$ cat src/common/sos_pkg.sv
// Package for the spindle orientation stop block
package sos_pkg;
  // ----------------------------------------
  // Position resolution
  // ----------------------------------------
  localparam int POS_W = 12;
  localparam logic [12:0] POS_STEPS = 13'h1000; // Steps per revolution
  localparam int SEL_BIT_POS_REF = 7; // Select word bit: position reference valid
  localparam logic [7:0] SEL_RESET = 8'h00;
  localparam logic [11:0] CONST_POS_RESET = 12'h0000;
  localparam logic [11:0] DONE_WIDTH = 12'h0002; // In-position band, steps
  localparam logic [11:0] MAG_CENTER = 12'h0000; // Sensor centre offset
  // ----------------------------------------
  // Home reference source
  // ----------------------------------------
  typedef enum logic [1:0] {
    HOME_MOTOR_ENC,
    HOME_MAG_SENSOR,
    HOME_SPINDLE_ENC
  } sos_home_t;
  typedef enum {
    ST_SPEED,
    ST_TO_ORIENT_SPEED,
    ST_SEEK_REF,
    ST_POSITION,
    ST_HOLD
  } sos_state_t;
endpackage

$ cat src/rtl/sos_orient.sv
// Spindle orientation stop controller
`timescale 1ns/1ns
module sos_orient
  import sos_pkg::*;
(
  // Clock and reset
  input wire logic CLK,
  input wire logic SYS_RST,
  // Sequence inputs
  input wire logic ORIENT_REQUEST,
  input wire logic INCREMENTAL,
  input wire logic BCD_MODE,
  input wire logic [11:0] POS_REF,
  // Configuration
  input wire logic [7:0] STOP_REF_SELECT_WORD,
  input wire logic [11:0] CONST_POS,
  input wire logic [1:0] HOME_MODE,
  // Drive feedback
  input wire logic AT_ORIENT_SPEED,
  input wire logic MOTOR_INDEX,
  input wire logic MAG_SENSOR,
  input wire logic SPINDLE_INDEX,
  input wire logic [11:0] MOTOR_POS,
  input wire logic [11:0] SPINDLE_POS,
  input wire logic AT_REST,
  // Drive commands
  output logic ORIENT_SPEED_CMD,
  output logic POS_LOOP_ON,
  output logic [11:0] TARGET_POS,
  output logic ORIENT_DONE
);
  // ----------------------------------------
  // Helpers
  // ----------------------------------------
  // BCD degrees (0..359) to 4096 steps per turn
  function automatic logic [11:0] bcd_to_steps(input logic [11:0] b);
    logic [21:0] deg;
    logic [21:0] prod;
    deg = 22'(b[11:8]) * 22'd100 + 22'(b[7:4]) * 22'd10 + 22'(b[3:0]);
    prod = deg * 22'(POS_STEPS);
    return 12'((prod / 22'd360) % 22'(POS_STEPS));
  endfunction
  // Absolute distance on the circle
  function automatic logic [11:0] circ_err(input logic [11:0] a, input logic [11:0] b);
    logic [11:0] d;
    d = a - b;
    return d[11] ? (12'h000 - d) : d;
  endfunction

  // ----------------------------------------
  // Input synchronisers
  // ----------------------------------------
  logic [6:0] s1_q, s2_q;
  logic [11:0] mp1_q, mp2_q, sp1_q, sp2_q;
  // Two-flop capture of pins
  // Position words share the pins' delay, so a hit sees the matching count
  always_ff @(posedge CLK or posedge SYS_RST) begin
    if (SYS_RST) begin
      s1_q <= '0;
      s2_q <= '0;
      mp1_q <= '0;
      mp2_q <= '0;
      sp1_q <= '0;
      sp2_q <= '0;
    end else begin
      s1_q <= {ORIENT_REQUEST, INCREMENTAL, AT_ORIENT_SPEED, MOTOR_INDEX,
               MAG_SENSOR, SPINDLE_INDEX, AT_REST};
      s2_q <= s1_q;
      mp1_q <= MOTOR_POS;
      mp2_q <= mp1_q;
      sp1_q <= SPINDLE_POS;
      sp2_q <= sp1_q;
    end
  end
  // Synchronised pin levels
  logic req, incr, at_speed, m_idx, mag, s_idx, rest;
  assign {req, incr, at_speed, m_idx, mag, s_idx, rest} = s2_q;

  // ----------------------------------------
  // Orientation state machine
  // ----------------------------------------
  sos_state_t state_q, state_d;
  logic req_q, req_d;
  logic homed_q, homed_d;
  logic [11:0] stop_q, stop_d;     // Current stop position
  logic [11:0] tgt_q, tgt_d;
  logic done_q, done_d;
  logic [11:0] cmd, fb, ref_hit;
  logic hit;
  sos_home_t home;

  // Command decode and reference select
  always_comb begin
    home = sos_home_t'(HOME_MODE);
    cmd = BCD_MODE ? bcd_to_steps(POS_REF) : POS_REF;
    if (!STOP_REF_SELECT_WORD[SEL_BIT_POS_REF]) cmd = CONST_POS;
    fb = (home == HOME_SPINDLE_ENC) ? sp2_q : mp2_q;
    case (home)
      HOME_MAG_SENSOR: hit = mag;
      HOME_SPINDLE_ENC: hit = s_idx;
      default: hit = m_idx;
    endcase
    ref_hit = (home == HOME_MAG_SENSOR) ? 12'(fb - MAG_CENTER) : fb;
  end

  // Next state; every value but the request copy holds unless a state changes it
  always_comb begin
    state_d = state_q;
    // Previous synced request, for rising-edge detection
    req_d = req;
    homed_d = homed_q;
    stop_d = stop_q;
    tgt_d = tgt_q;
    done_d = done_q;
    case (state_q)
      ST_SPEED: begin
        done_d = 1'b0;
        if (req && !req_q) begin
          if (incr && homed_q) begin
            // step from current stop
            // No search: the last stop is the reference
            tgt_d = 12'(stop_q + cmd);
            state_d = ST_POSITION;
          end else begin
            // Absolute move searches the reference again
            state_d = ST_TO_ORIENT_SPEED;
          end
        end
      end
      ST_TO_ORIENT_SPEED: begin
        // Index pulses are ignored until speed is reached
        // reach orientation speed
        if (!req) state_d = ST_SPEED;
        else if (at_speed) state_d = ST_SEEK_REF;
      end
      ST_SEEK_REF: begin
        if (!req) state_d = ST_SPEED;
        else if (hit) begin
          tgt_d = 12'(ref_hit + cmd);
          homed_d = 1'b1;
          state_d = ST_POSITION;
        end
      end
      ST_POSITION: begin
        done_d = 1'b0;
        // Done needs both rest and a small error, not either alone
        if (!req) state_d = ST_SPEED;
        else if (rest && circ_err(fb, tgt_q) <= DONE_WIDTH) begin
          done_d = 1'b1;
          stop_d = tgt_q;
          state_d = ST_HOLD;
        end
      end
      ST_HOLD: begin
        // hold while requested
        // Loop stays closed against outside torque until release
        if (!req) begin
          done_d = 1'b0;
          state_d = ST_SPEED;
        end
      end
      default: state_d = ST_SPEED;
    endcase
  end

  // Registers; reset returns to speed control
  // Homed survives requests and clears only on reset
  always_ff @(posedge CLK or posedge SYS_RST) begin
    if (SYS_RST) begin
      state_q <= ST_SPEED;
      req_q <= 1'b0;
      homed_q <= 1'b0;
      stop_q <= CONST_POS_RESET;
      tgt_q <= CONST_POS_RESET;
      done_q <= 1'b0;
    end else begin
      state_q <= state_d;
      req_q <= req_d;
      homed_q <= homed_d;
      stop_q <= stop_d;
      tgt_q <= tgt_d;
      done_q <= done_d;
    end
  end

  // ----------------------------------------
  // Outputs
  // ----------------------------------------
  // 12-bit step target
  assign TARGET_POS = tgt_q;
  // Done level straight from its register
  assign ORIENT_DONE = done_q;
  // Drive commands decoded from state
  assign ORIENT_SPEED_CMD = (state_q == ST_TO_ORIENT_SPEED) || (state_q == ST_SEEK_REF);
  assign POS_LOOP_ON = (state_q == ST_POSITION) || (state_q == ST_HOLD);
endmodule

$ cat config.mk
export PLATFORM = sky130hd
export DESIGN_NAME = sos_orient
export DESIGN_NICKNAME = d
export VERILOG_FILES = /design/src/common/sos_pkg.sv /design/src/rtl/sos_orient.sv
export SDC_FILE = /design/constraint.sdc
export NUM_CORES = 1
export LEC_CHECK = 0
export BUFFER_PORTS_ARGS = -buffer_cell sky130_fd_sc_hd__clkbuf_2
export CAP_MARGIN = 20
export CORE_UTILIZATION = 55
export CTS_BUF_LIST = sky130_fd_sc_hd__clkbuf_4 sky130_fd_sc_hd__clkbuf_8
export DETAILED_ROUTE_END_ITERATION = 6
export PLACE_DENSITY = 0.75
export SETUP_SLACK_MARGIN = 0.4
export SLEW_MARGIN = 10
export SYNTH_ARGS = -nofsm -noshare
export SYNTH_HDL_FRONTEND = slang
export SYNTH_SLANG_ARGS = --single-unit
$ cat constraint.sdc
create_clock -name CLK -period 4.2 [get_ports CLK]
set_clock_uncertainty 0.05 [all_clocks]
set_input_delay 0.42 -clock CLK [delete_from_list [all_inputs] [get_ports CLK]]
set_output_delay 0.42 -clock CLK [all_outputs]
set_load 0.01 [all_outputs]
==> results.toml, run 1 <==
[logic_synthesis]
synth_cell_type_count = 120
synth-main-ff-cell = "dfrtp_1"
synth_area_sq_mm = 0.00965
syn_area_per_cell_sq_um = 8.54
synth-edff-count = 0
yosysSeqAreaShare = 0.239
ys_seq_elements = 92
yosys_warnings = 0
syn-num-nets = 1255
syn-instance-count = 1129
async_flop_share = 1.00

[place]
place_ws_ps = -9830
portBuffers = 75
dp_cells = 1774
gp_congestion = 1.01
dp_hpwl_mm = 26.3

[sta]
postGrtWorstEndpoint = "TARGET_POS[11]$_DFFE_PP0P_/D"
endpoint_type = "sequential cell input"

[die]
die_h_um = 134
die_width_um = 134
pin_count = 83
start_util = 0.560
rows = 48

[cts]
cts.htree.levels = 3
cts.path.max_buffers = 2
cts_sinks = 92
cts_buffers = 9
hold_buffers = 0
root_buffer = "clkbuf_8"

[run_status]
outcome = "did not finish"
lastStage = "global routing (5_1_grt)"
run.stop_error = "[ERROR GRT-0232] Routing congestion too high. Check the congestion heatmap in the GUI."

[global_route]
grt_overflow = 34
grt_max_degree = 69
gr-usage-all-layers = 0.724
## per-stage QoR
| stage | TNS (ps) | instance area [sq um] |
|---|---|---|
| after detailed placement | -118670 | 13500 |
| after global placement | -111250 | 13500 |
| after CTS | -100640 | 14700 |
| after floorplan | -107410 | 10100 |
## cells by family after synthesis
group,after synthesis,share of synthesized area
and+or+nand+nor,364,0.188
AOI/OAI and AO/OA,419,0.338
adders and majority gates,58,0.0807
xor gates and xnor gates,49,0.0492
muxes,55,0.0628
buffers and inverters,92,0.0432
DFF,92,0.239
## cells in the mapped netlist, types with 12 or more instances
| cell | count | share of area |
|---|---|---|
| a21oi_1 | 80 | 0.042 |
| nand2_1 | 101 | 0.039 |
| a211oi_1 | 21 | 0.016 |
| a31oi_1 | 16 | 0.010 |
| nand3_1 | 37 | 0.019 |
| buf_2 | 12 | 0.0062 |
| dfrtp_1 | 92 | 0.24 |
| nand4_1 | 14 | 0.0091 |
| inv_1 | 44 | 0.017 |
| xnor2_1 | 31 | 0.028 |
| nor2b_1 | 12 | 0.0078 |
| mux2i_1 | 17 | 0.018 |
| mux2_2 | 36 | 0.042 |
| xor2_1 | 15 | 0.014 |
| clkbuf_1 | 20 | 0.0078 |
| o21ai_0 | 68 | 0.035 |
| ha_1 | 51 | 0.066 |
| o21ai_1 | 17 | 0.0088 |
| nor2_1 | 94 | 0.037 |
| nor3_1 | 25 | 0.013 |
| a21o_1 | 23 | 0.018 |
## repair_timing
action | CTS
setup endpoints to repair | 28
pin swaps | 83
buffers inserted | 45
cloned | 1
resized for setup | 122
## metal layers
| metal | overflow | GRT usage |
|---|---|---|
| met1 | 0 | 0.744 |
| met2 | 18 | 0.925 |
| met3 | 0 | 0.530 |
| met4 | 16 | 0.692 |
| met5 | 0 | 0.119 |
==> run 2: changes to the inputs <==
Settings changed: CORE_UTILIZATION 55 to 40, CTS_BUF_LIST sky130_fd_sc_hd__clkbuf_4 sky130_fd_sc_hd__clkbuf_8 to not set, PLACE_DENSITY 0.75 to not set, PLACE_DENSITY_LB_ADDON set to 0.15, SETUP_SLACK_MARGIN 0.4 to not set.
Clock period 4.2 ns to 5.45 ns, I/O delays scaled along.
==> run 2 against run 1 <==
The flow now finishes, with violations (negative setup slack). Synthesized cell count did not move. Synthesized area unchanged.
==> results.toml, run 2 <==
[run_status]
outcome = "finished with violations"
violations = "negative setup slack"

[sta]
drv_slew = 0
setup_ws_ps = -7960
rsz0062_at_grt = "true"
finalHoldViolCount = 0
fmax_mhz = 74.6
period_share = 2.46
max_slew_margin = 0.457
finalSetupViolCount = 12
period_needed_ps = 13410
tns_ps = -86990
worst_pin_slew_ps = 815

[cts]
cts_sinks = 92
cts_tree = "built"
clock_latency_ps = 340
clkSlewWorstSetupHoldPaths_ps = 70
hold_buffers = 0
cts_buffers = 9
cts.path.max_buffers = 2
root_buffer = "clkbuf_16"
cts.htree.levels = 3

[logic_synthesis]
synth_commonest_cells = "nand2_1 (101), nor2_1 (94), dfrtp_1 (92)"
yosys-top-cells-area = "dfrtp_1 (24%), ha_1 (6.6%), mux2_2 (4.2%)"
yosys.area_share.simple = 0.188
synthXorXnorAreaFrac = 0.0492
synth_compound_area_frac = 0.338
yosysSeqAreaShare = 0.239
synth_cell_type_count = 120
synth-edff-count = 0
yosysTopAreaCell = "dfrtp_1"
syn-num-nets = 1255
synth-adder-area-share = 0.0807
async_flop_share = 1.00
ys_seq_elements = 92
yosys_warnings = 0
synthMuxAreaShare = 0.0628
syn-instance-count = 1129
syn_area_per_cell_sq_um = 8.54
yosysTopAreaCellShare = 0.239
synth_area_sq_mm = 0.00965
yosysMostFrequentCell = "nand2_1"
synth-main-ff-cell = "dfrtp_1"
synth_top_family_by_area = "compound AO/OA/AOI/OAI gates"

[worst_setup_path]
path_buf_inv = 10
cp_max_fo = 8
critPathKind = "in2reg"
cp_top_family = "compound AO/OA/AOI/OAI gates"
cp.required_ps = 5620
cp.arrival_ps = 13580
worstSetupStartpointType = "input port"
crit_slowest_cell = "a21oi_1"
crit_path_frequent_cell = "ha_4"
slowest_delay_ps = 420
end_kind = "flop"

[detailed_routing]
routedWlPerCell_um = 16.7
routed-wl-met3_mm = 1.11
vias_per_cell = 5.58
top_layer_used = "met5"
via_count = 10663
drt_iter0_markers = 665
wl_met1_mm = 14.4
wl_met2_mm = 15.4
drc = 0
drt_wl_total_mm = 31.9
antenna_left = 0
drt_pre_antenna_iters = 5

[min_path]
hp-class = "in2async"

[die]
core_region_area_sq_mm = 0.0235
start_util = 0.410
die_h_um = 157
die_width_um = 157
rows = 56
pin_count = 83
dieArea_sq_mm = 0.0247

[final_layout]
final_common_cell = "buf_4"
areaGrowthSynthToFinish_pct = 55.0
drive_gt1_frac = 0.485
utilization = 0.635
fin_nets = 1711
final_cell_mix = "buf_4 (389), nand2_1 (94), dfrtp_1 (92)"

[place]
portBuffers = 75
gp_congestion = 0.934
dp_hpwl_mm = 24.8

[job]
max_cap_violations = 0

[global_route]
gr-usage-all-layers = 0.259
grt_max_degree = 69
antenna_found_initial = 3
grt_overflow = 0
grt_pass1_vias = 10623
grt_pass1_wl_mm = 51.4
==> run 2: cell counts after synthesis <==
No cell type changed its count.
==> run 2: cell type report <==
| class | instances | area [sq um] |
|---|---|---|
| diodes | 1 | 2.50 |
| clock inverters | 7 | 78.8 |
| well taps | 319 | 399 |
| flip-flops and latches | 92 | 2300 |
| repair buffers | 491 | 3680 |
| fillers | 1956 | 8590 |
| inverters | 46 | 183 |
| multi-input cells | 945 | 8080 |
| clock buffers | 9 | 225 |
==> run 2: per-stage QoR <==
stage	cells	instance area, sq um	setup slack, ps	hold WS [ps]
global route	1910	15000	-8510	116
global placement	1843	13300	-8370	282
floorplan	1129	10000	-8600	281
finish	1910	15000	-7960	97.9
detailed placement	1843	13300	-8620	285
CTS	1897	14400	-7820	99.3
==> run 2: layer usage <==
metal,track usage,vias up
met5,0,-
met4,0.0892,4
met3,0.0286,75
met2,0.444,274
met1,0.337,5105
li1,-,5205
==> run 2: kinds of logic (layout without fill, tap and decap cells) <==
family / count (synthesis) / after routing
buffers and inverters: 92 / 553
adders and majority gates: 58 / 58
DFF: 92 / 92
and+or+nand+nor: 364 / 364
AOI/OAI and AO/OA: 419 / 419
xor gates and xnor gates: 49 / 49
other: 0 / 1
muxes: 55 / 55
==> run 2: path summary, 6_finish.rpt <==
check | start | to | slack, ps | cells after the start
setup / recovery | POS_REF[5] | TARGET_POS[11] | -7960 | 69
hold / removal | SYS_RST | mp2_q[9] | 100 | 2
setup reg to reg | sp2_q[1] | stop_q[11] | 850 | 21
hold reg to reg | sp1_q[7] | sp2_q[7] | 300 | 0
max in group asynchronous | SYS_RST | TARGET_POS[2] | 4130 | 3
min in group CLK | MOTOR_POS[4] | mp1_q[4] | 250 | 1
==> run 2: repair_timing <==
item,4_1_cts,5_1_grt
gates resized for setup,83,81
pin swaps,67,51
buffers inserted,40,17
endpoints found under the setup margin,12,12
Power of run 2 is not shown: default switching activity piles up to over one toggle a cycle in this logic, so the estimate is an artifact.
==> run 3: changes to the inputs <==
Settings changed: CELL_PAD_IN_SITES_DETAIL_PLACEMENT set to 1, CELL_PAD_IN_SITES_GLOBAL_PLACEMENT set to 2, CORE_UTILIZATION 40 to 38.
==> run 3 against run 2 <==
The flow still finishes with violations (negative setup slack). Wire length rose by 34%. Cell count rose by 2.5%. Critical path depth rose by 4. Non-clock buffer count rose by 44. Design area rose by 3.2%. First-iteration DRC count fell by 15%. Global-route usage rose by 5.5 points. Sequential cell count did not move. Utilization fell by 0.78 points. Maximum frequency fell by 1.3%.
==> results.toml, run 3 (synthesized netlist as in run 2, its figures left out) <==
[worst_setup_path]
worstSetupStartpointType = "input port"
crit_path_frequent_cell = "ha_4"
end_kind = "flop"
critPathKind = "in2reg"
cp.required_ps = 5660
cp_max_fo = 6
crit_slowest_cell = "fa_2"
slowest_delay_ps = 540
cp.arrival_ps = 13800

[sta]
period_share = 2.49
fmax_mhz = 73.6
max_slew_margin = 0.600
setup_ws_ps = -8140
rsz0062_at_grt = "true"
drv_slew = 0
holdWs_ps = 100
worst_pin_slew_ps = 590
finalSetupViolCount = 12
period_needed_ps = 13590
finalHoldViolCount = 0

[place]
place_ws_ps = -9120
portBuffers = 75
dp_cells = 1860
dp_hpwl_mm = 30.4
placed_cell_area_sq_mm = 0.0134
gp_congestion = 0.922

[die]
core_region_area_sq_mm = 0.0246
die_h_um = 161
dieArea_sq_mm = 0.0260
pin_count = 83
rows = 57
die_width_um = 161
start_util = 0.392

[cts]
cts.htree.levels = 3
cts_tree = "built"
cts.path.max_buffers = 2
cts_sinks = 92
clock_latency_ps = 350
clkSlewWorstSetupHoldPaths_ps = 70
root_buffer = "clkbuf_16"
cts_buffers = 9
hold_buffers = 0

[detailed_routing]
vias_per_cell = 5.82
drt_iter0_markers = 562
drt_pre_antenna_iters = 4
top_layer_used = "met4"
routed-wl-met3_mm = 1.72
routedWlPerCell_um = 21.8
wl_met2_mm = 20.7
drc = 0
wl_met1_mm = 19.0
drt_wl_total_mm = 42.7
via_count = 11387
antenna_left = 0

[min_path]
hp-class = "in2async"

[final_layout]
antenna_cells = 0
layout.cells.non_filler = 1958
final_cell_mix = "buf_4 (435), nand2_1 (94), dfrtp_1 (92)"
drive_gt1_frac = 0.515
areaGrowthSynthToFinish_pct = 60.0
final_area_sq_mm = 0.0154
final_common_cell = "buf_4"
fin_nets = 1755

[global_route]
antenna_found_initial = 0
grt_pass1_vias = 12158
gr-usage-all-layers = 0.314
grt_pass1_wl_mm = 64.7
grt_overflow = 0
grt_max_degree = 93

[job]
max_cap_violations = 0

[run_status]
violations = "negative setup slack"
outcome = "finished with violations"
-- run 3: what timing repair did --
action / CTS / global route
resized for setup: 122 / 83
setup endpoints to repair: 12 / 25
setup buffers: 66 / 35
pin swaps: 67 / 59
-- run 3: metal layers --
| layer | global-route usage | vias to the layer above |
|---|---|---|
| met4 | 0.101 | 0 |
| met2 | 0.533 | 309 |
| met3 | 0.0362 | 92 |
| met1 | 0.415 | 5713 |
| met5 | 0 | - |
| li1 | - | 5273 |
-- run 3: path summary, 6_finish.rpt --
kind | startpoint | to | slack [ps] | depth (start not counted)
worst max-delay path | POS_REF[5] | TARGET_POS[10] | -8140 | 73
worst min-delay path | SYS_RST | sp1_q[10] | 100 | 2
worst max register to register | sp2_q[1] | stop_q[11] | 510 | 22
worst min register to register | mp1_q[10] | mp2_q[10] | 300 | 0
max in group asynchronous | SYS_RST | sp2_q[1] | 4640 | 3
min in group CLK | SPINDLE_INDEX | s1_q[1] | 250 | 1
-- run 3: metrics by stage --
step,setup TNS (ps),util
floorplan,-92500,-
global placement,-94790,0.546
detailed placement,-101080,0.546
CTS,-86780,0.605
global route,-94900,0.627
finish,-89310,0.627
-- run 3: layout make-up --
class	count	area (sq um)
fill	2825	9170
multi-input combinational	945	8220
timing repair buffer	535	4000
sequential	92	2300
tap	324	405
clock buffer	9	225
inverter	46	188
clock inverter	7	88.8
-- run 3: worst max-delay path: cells and delay by family --
kind / cells / cell delay (ps)
compound gates: 37 / 6930
xor+xnor: 4 / 630
fa+ha+maj: 10 / 2390
buf+inv: 13 / 1480
simple gates: 9 / 1810
Power of run 3 is left out for the same reason.
==> run 4: changes to the inputs <==
Settings changed: GPL_TIMING_DRIVEN set to 0.
==> run 4 against run 3 <==
The flow still finishes with violations (negative setup slack). Critical path depth shrank 2. First-iteration DRC count grew 14%. Sequential cell count is the same. Highest routed layer unchanged. Utilization shrank 6.7 points. Worst hold slack gained 74 ps. Register-to-register slack is essentially flat. Cell count shrank 13%. Sequential share of layout area grew 1.8 points. Via count shrank 11%. Non-clock buffer count shrank 248. Die area is the same.
==> results.toml, run 4 (synthesized netlist as in run 2, its figures left out) <==
[cts]
cts_buffers = 9
clkSlewWorstSetupHoldPaths_ps = 70
cts_tree = "built"
root_buffer = "clkbuf_16"
cts.htree.levels = 3
clock_latency_ps = 340
cts.path.max_buffers = 2
cts_sinks = 92

[sta]
tns_ps = -96100
max_slew_margin = 0.351
period_share = 2.60
holdWs_ps = 174
finalHoldViolCount = 0
period_needed_ps = 14140
worst_pin_slew_ps = 966
setup_ws_ps = -8690
drv_slew = 0
fmax_mhz = 70.7
rsz0062_at_grt = "true"
finalSetupViolCount = 12

[global_route]
grt_pass1_vias = 10420
antenna_found_initial = 0
grt_pass1_wl_mm = 56.5
grt_overflow = 0
grt_max_degree = 58
gr-usage-all-layers = 0.272

[place]
dp_hpwl_mm = 25.3
portBuffers = 75
place_ws_ps = -11380
gp_congestion = 0.863

[detailed_routing]
drt_wl_total_mm = 36.5
antenna_left = 0
drt_pre_antenna_iters = 5
drc = 0
routedWlPerCell_um = 21.3
vias_per_cell = 5.95
via_count = 10169
drt_iter0_markers = 640

[die]
pin_count = 83
core_region_area_sq_mm = 0.0246
die_h_um = 161
start_util = 0.392
die_width_um = 161
rows = 57
dieArea_sq_mm = 0.0260

[final_layout]
areaGrowthSynthToFinish_pct = 42.8
antenna_cells = 0
final_common_cell = "buf_4"
utilization = 0.560
drive_gt1_frac = 0.418
final_cell_mix = "buf_4 (153), nand2_1 (95), dfrtp_1 (92)"
nFillCells = 2778
fin_nets = 1507

[worst_setup_path]
cp_top_family = "compound AO/OA/AOI/OAI gates"
cp_max_fo = 6
critPathKind = "in2reg"
path_buf_inv = 11
end_kind = "flop"
cp.required_ps = 5630
worstSetupStartpointType = "input port"
crit_slowest_cell = "a311o_1"
crit_path_frequent_cell = "ha_4"
slowest_delay_ps = 430
cp.arrival_ps = 14330

[job]
max_cap_violations = 0

[run_status]
violations = "negative setup slack"
outcome = "finished with violations"

[min_path]
hp-class = "in2async"
[run 4: changes by cell type in the layout (fill, tap and decap cells not counted), sizes merged]
cell	previous run	this run
buf	463	194
bufinv	1	0
clkinvlp	1	0
clkbuf	81	102
clkinv	3	5
[run 4: final timing paths]
| check | from | to | slack, ps | cells after the start |
|---|---|---|---|---|
| worst max-delay path | POS_REF[7] | TARGET_POS[11] | -8690 | 71 |
| worst min-delay path | SYS_RST | mp1_q[9] | 170 | 2 |
| worst max register to register | state_q[1] | TARGET_POS[11] | 500 | 20 |
| worst min register to register | mp1_q[10] | mp2_q[10] | 290 | 0 |
| max in group asynchronous | SYS_RST | s2_q[4] | 4560 | 3 |
| min in group CLK | MOTOR_POS[0] | mp1_q[0] | 250 | 1 |
[run 4: layer usage]
metal | share of wire | track usage | wire (um) | up-vias
li1 | - | - | - | 4783
met1 | 0.46 | 0.381 | 16700 | 5091
met2 | 0.49 | 0.455 | 17700 | 249
met3 | 0.037 | 0.0249 | 1350 | 46
met4 | 0.019 | 0.0596 | 686 | 0
met5 | 0 | 0 | 0 | -
[run 4: final cells by class]
cell class	instances	area (sq um)	share of cell area
flip-flops and latches	92	2300	0.167
inverters	46	190	0.0138
plain buffers	41	319	0.0232
multi-input cells	945	8420	0.611
well taps	324	405	0.0294
clock inverters	7	78.8	0.00572
repair buffers	246	1840	0.133
clock buffers	9	225	0.0164
[run 4: what timing repair did]
item                       in CTS  in global routing
pin swaps                     109                103
buffers inserted              115                 54
hold buffers                    0                  0
setup endpoints to repair      28                 27
gates cloned                    2                  0
resized for setup             169                 82
[run 4: metrics by stage]
stage,instances,cell area [sq um]
3_3_place_gp,1528,10800
4_1_cts,1659,13000
3_5_place_dp,1529,10900
5_1_grt,1710,13800
2_1_floorplan,1129,10000
6_report,1710,13800
[run 4: worst reg2reg max path, stage by stage, from the launching register on]
cell and delay [ps]:
dfrtp_1 320, clkbuf_1 360, inv_1 120, nor3_1 760
clkbuf_1 510, nor2_1 100, a21oi_1 390, ha_4 270
a21o_1 150, a21o_1 170, a21o_1 170, a21oi_2 140
o21bai_1 110, a21oi_2 170, o21bai_1 110, a21oi_2 160
o21bai_1 110, a21oi_2 170, xnor2_1 160, xnor2_1 100
mux2_4 260
Power of run 4 is left out for the same reason.
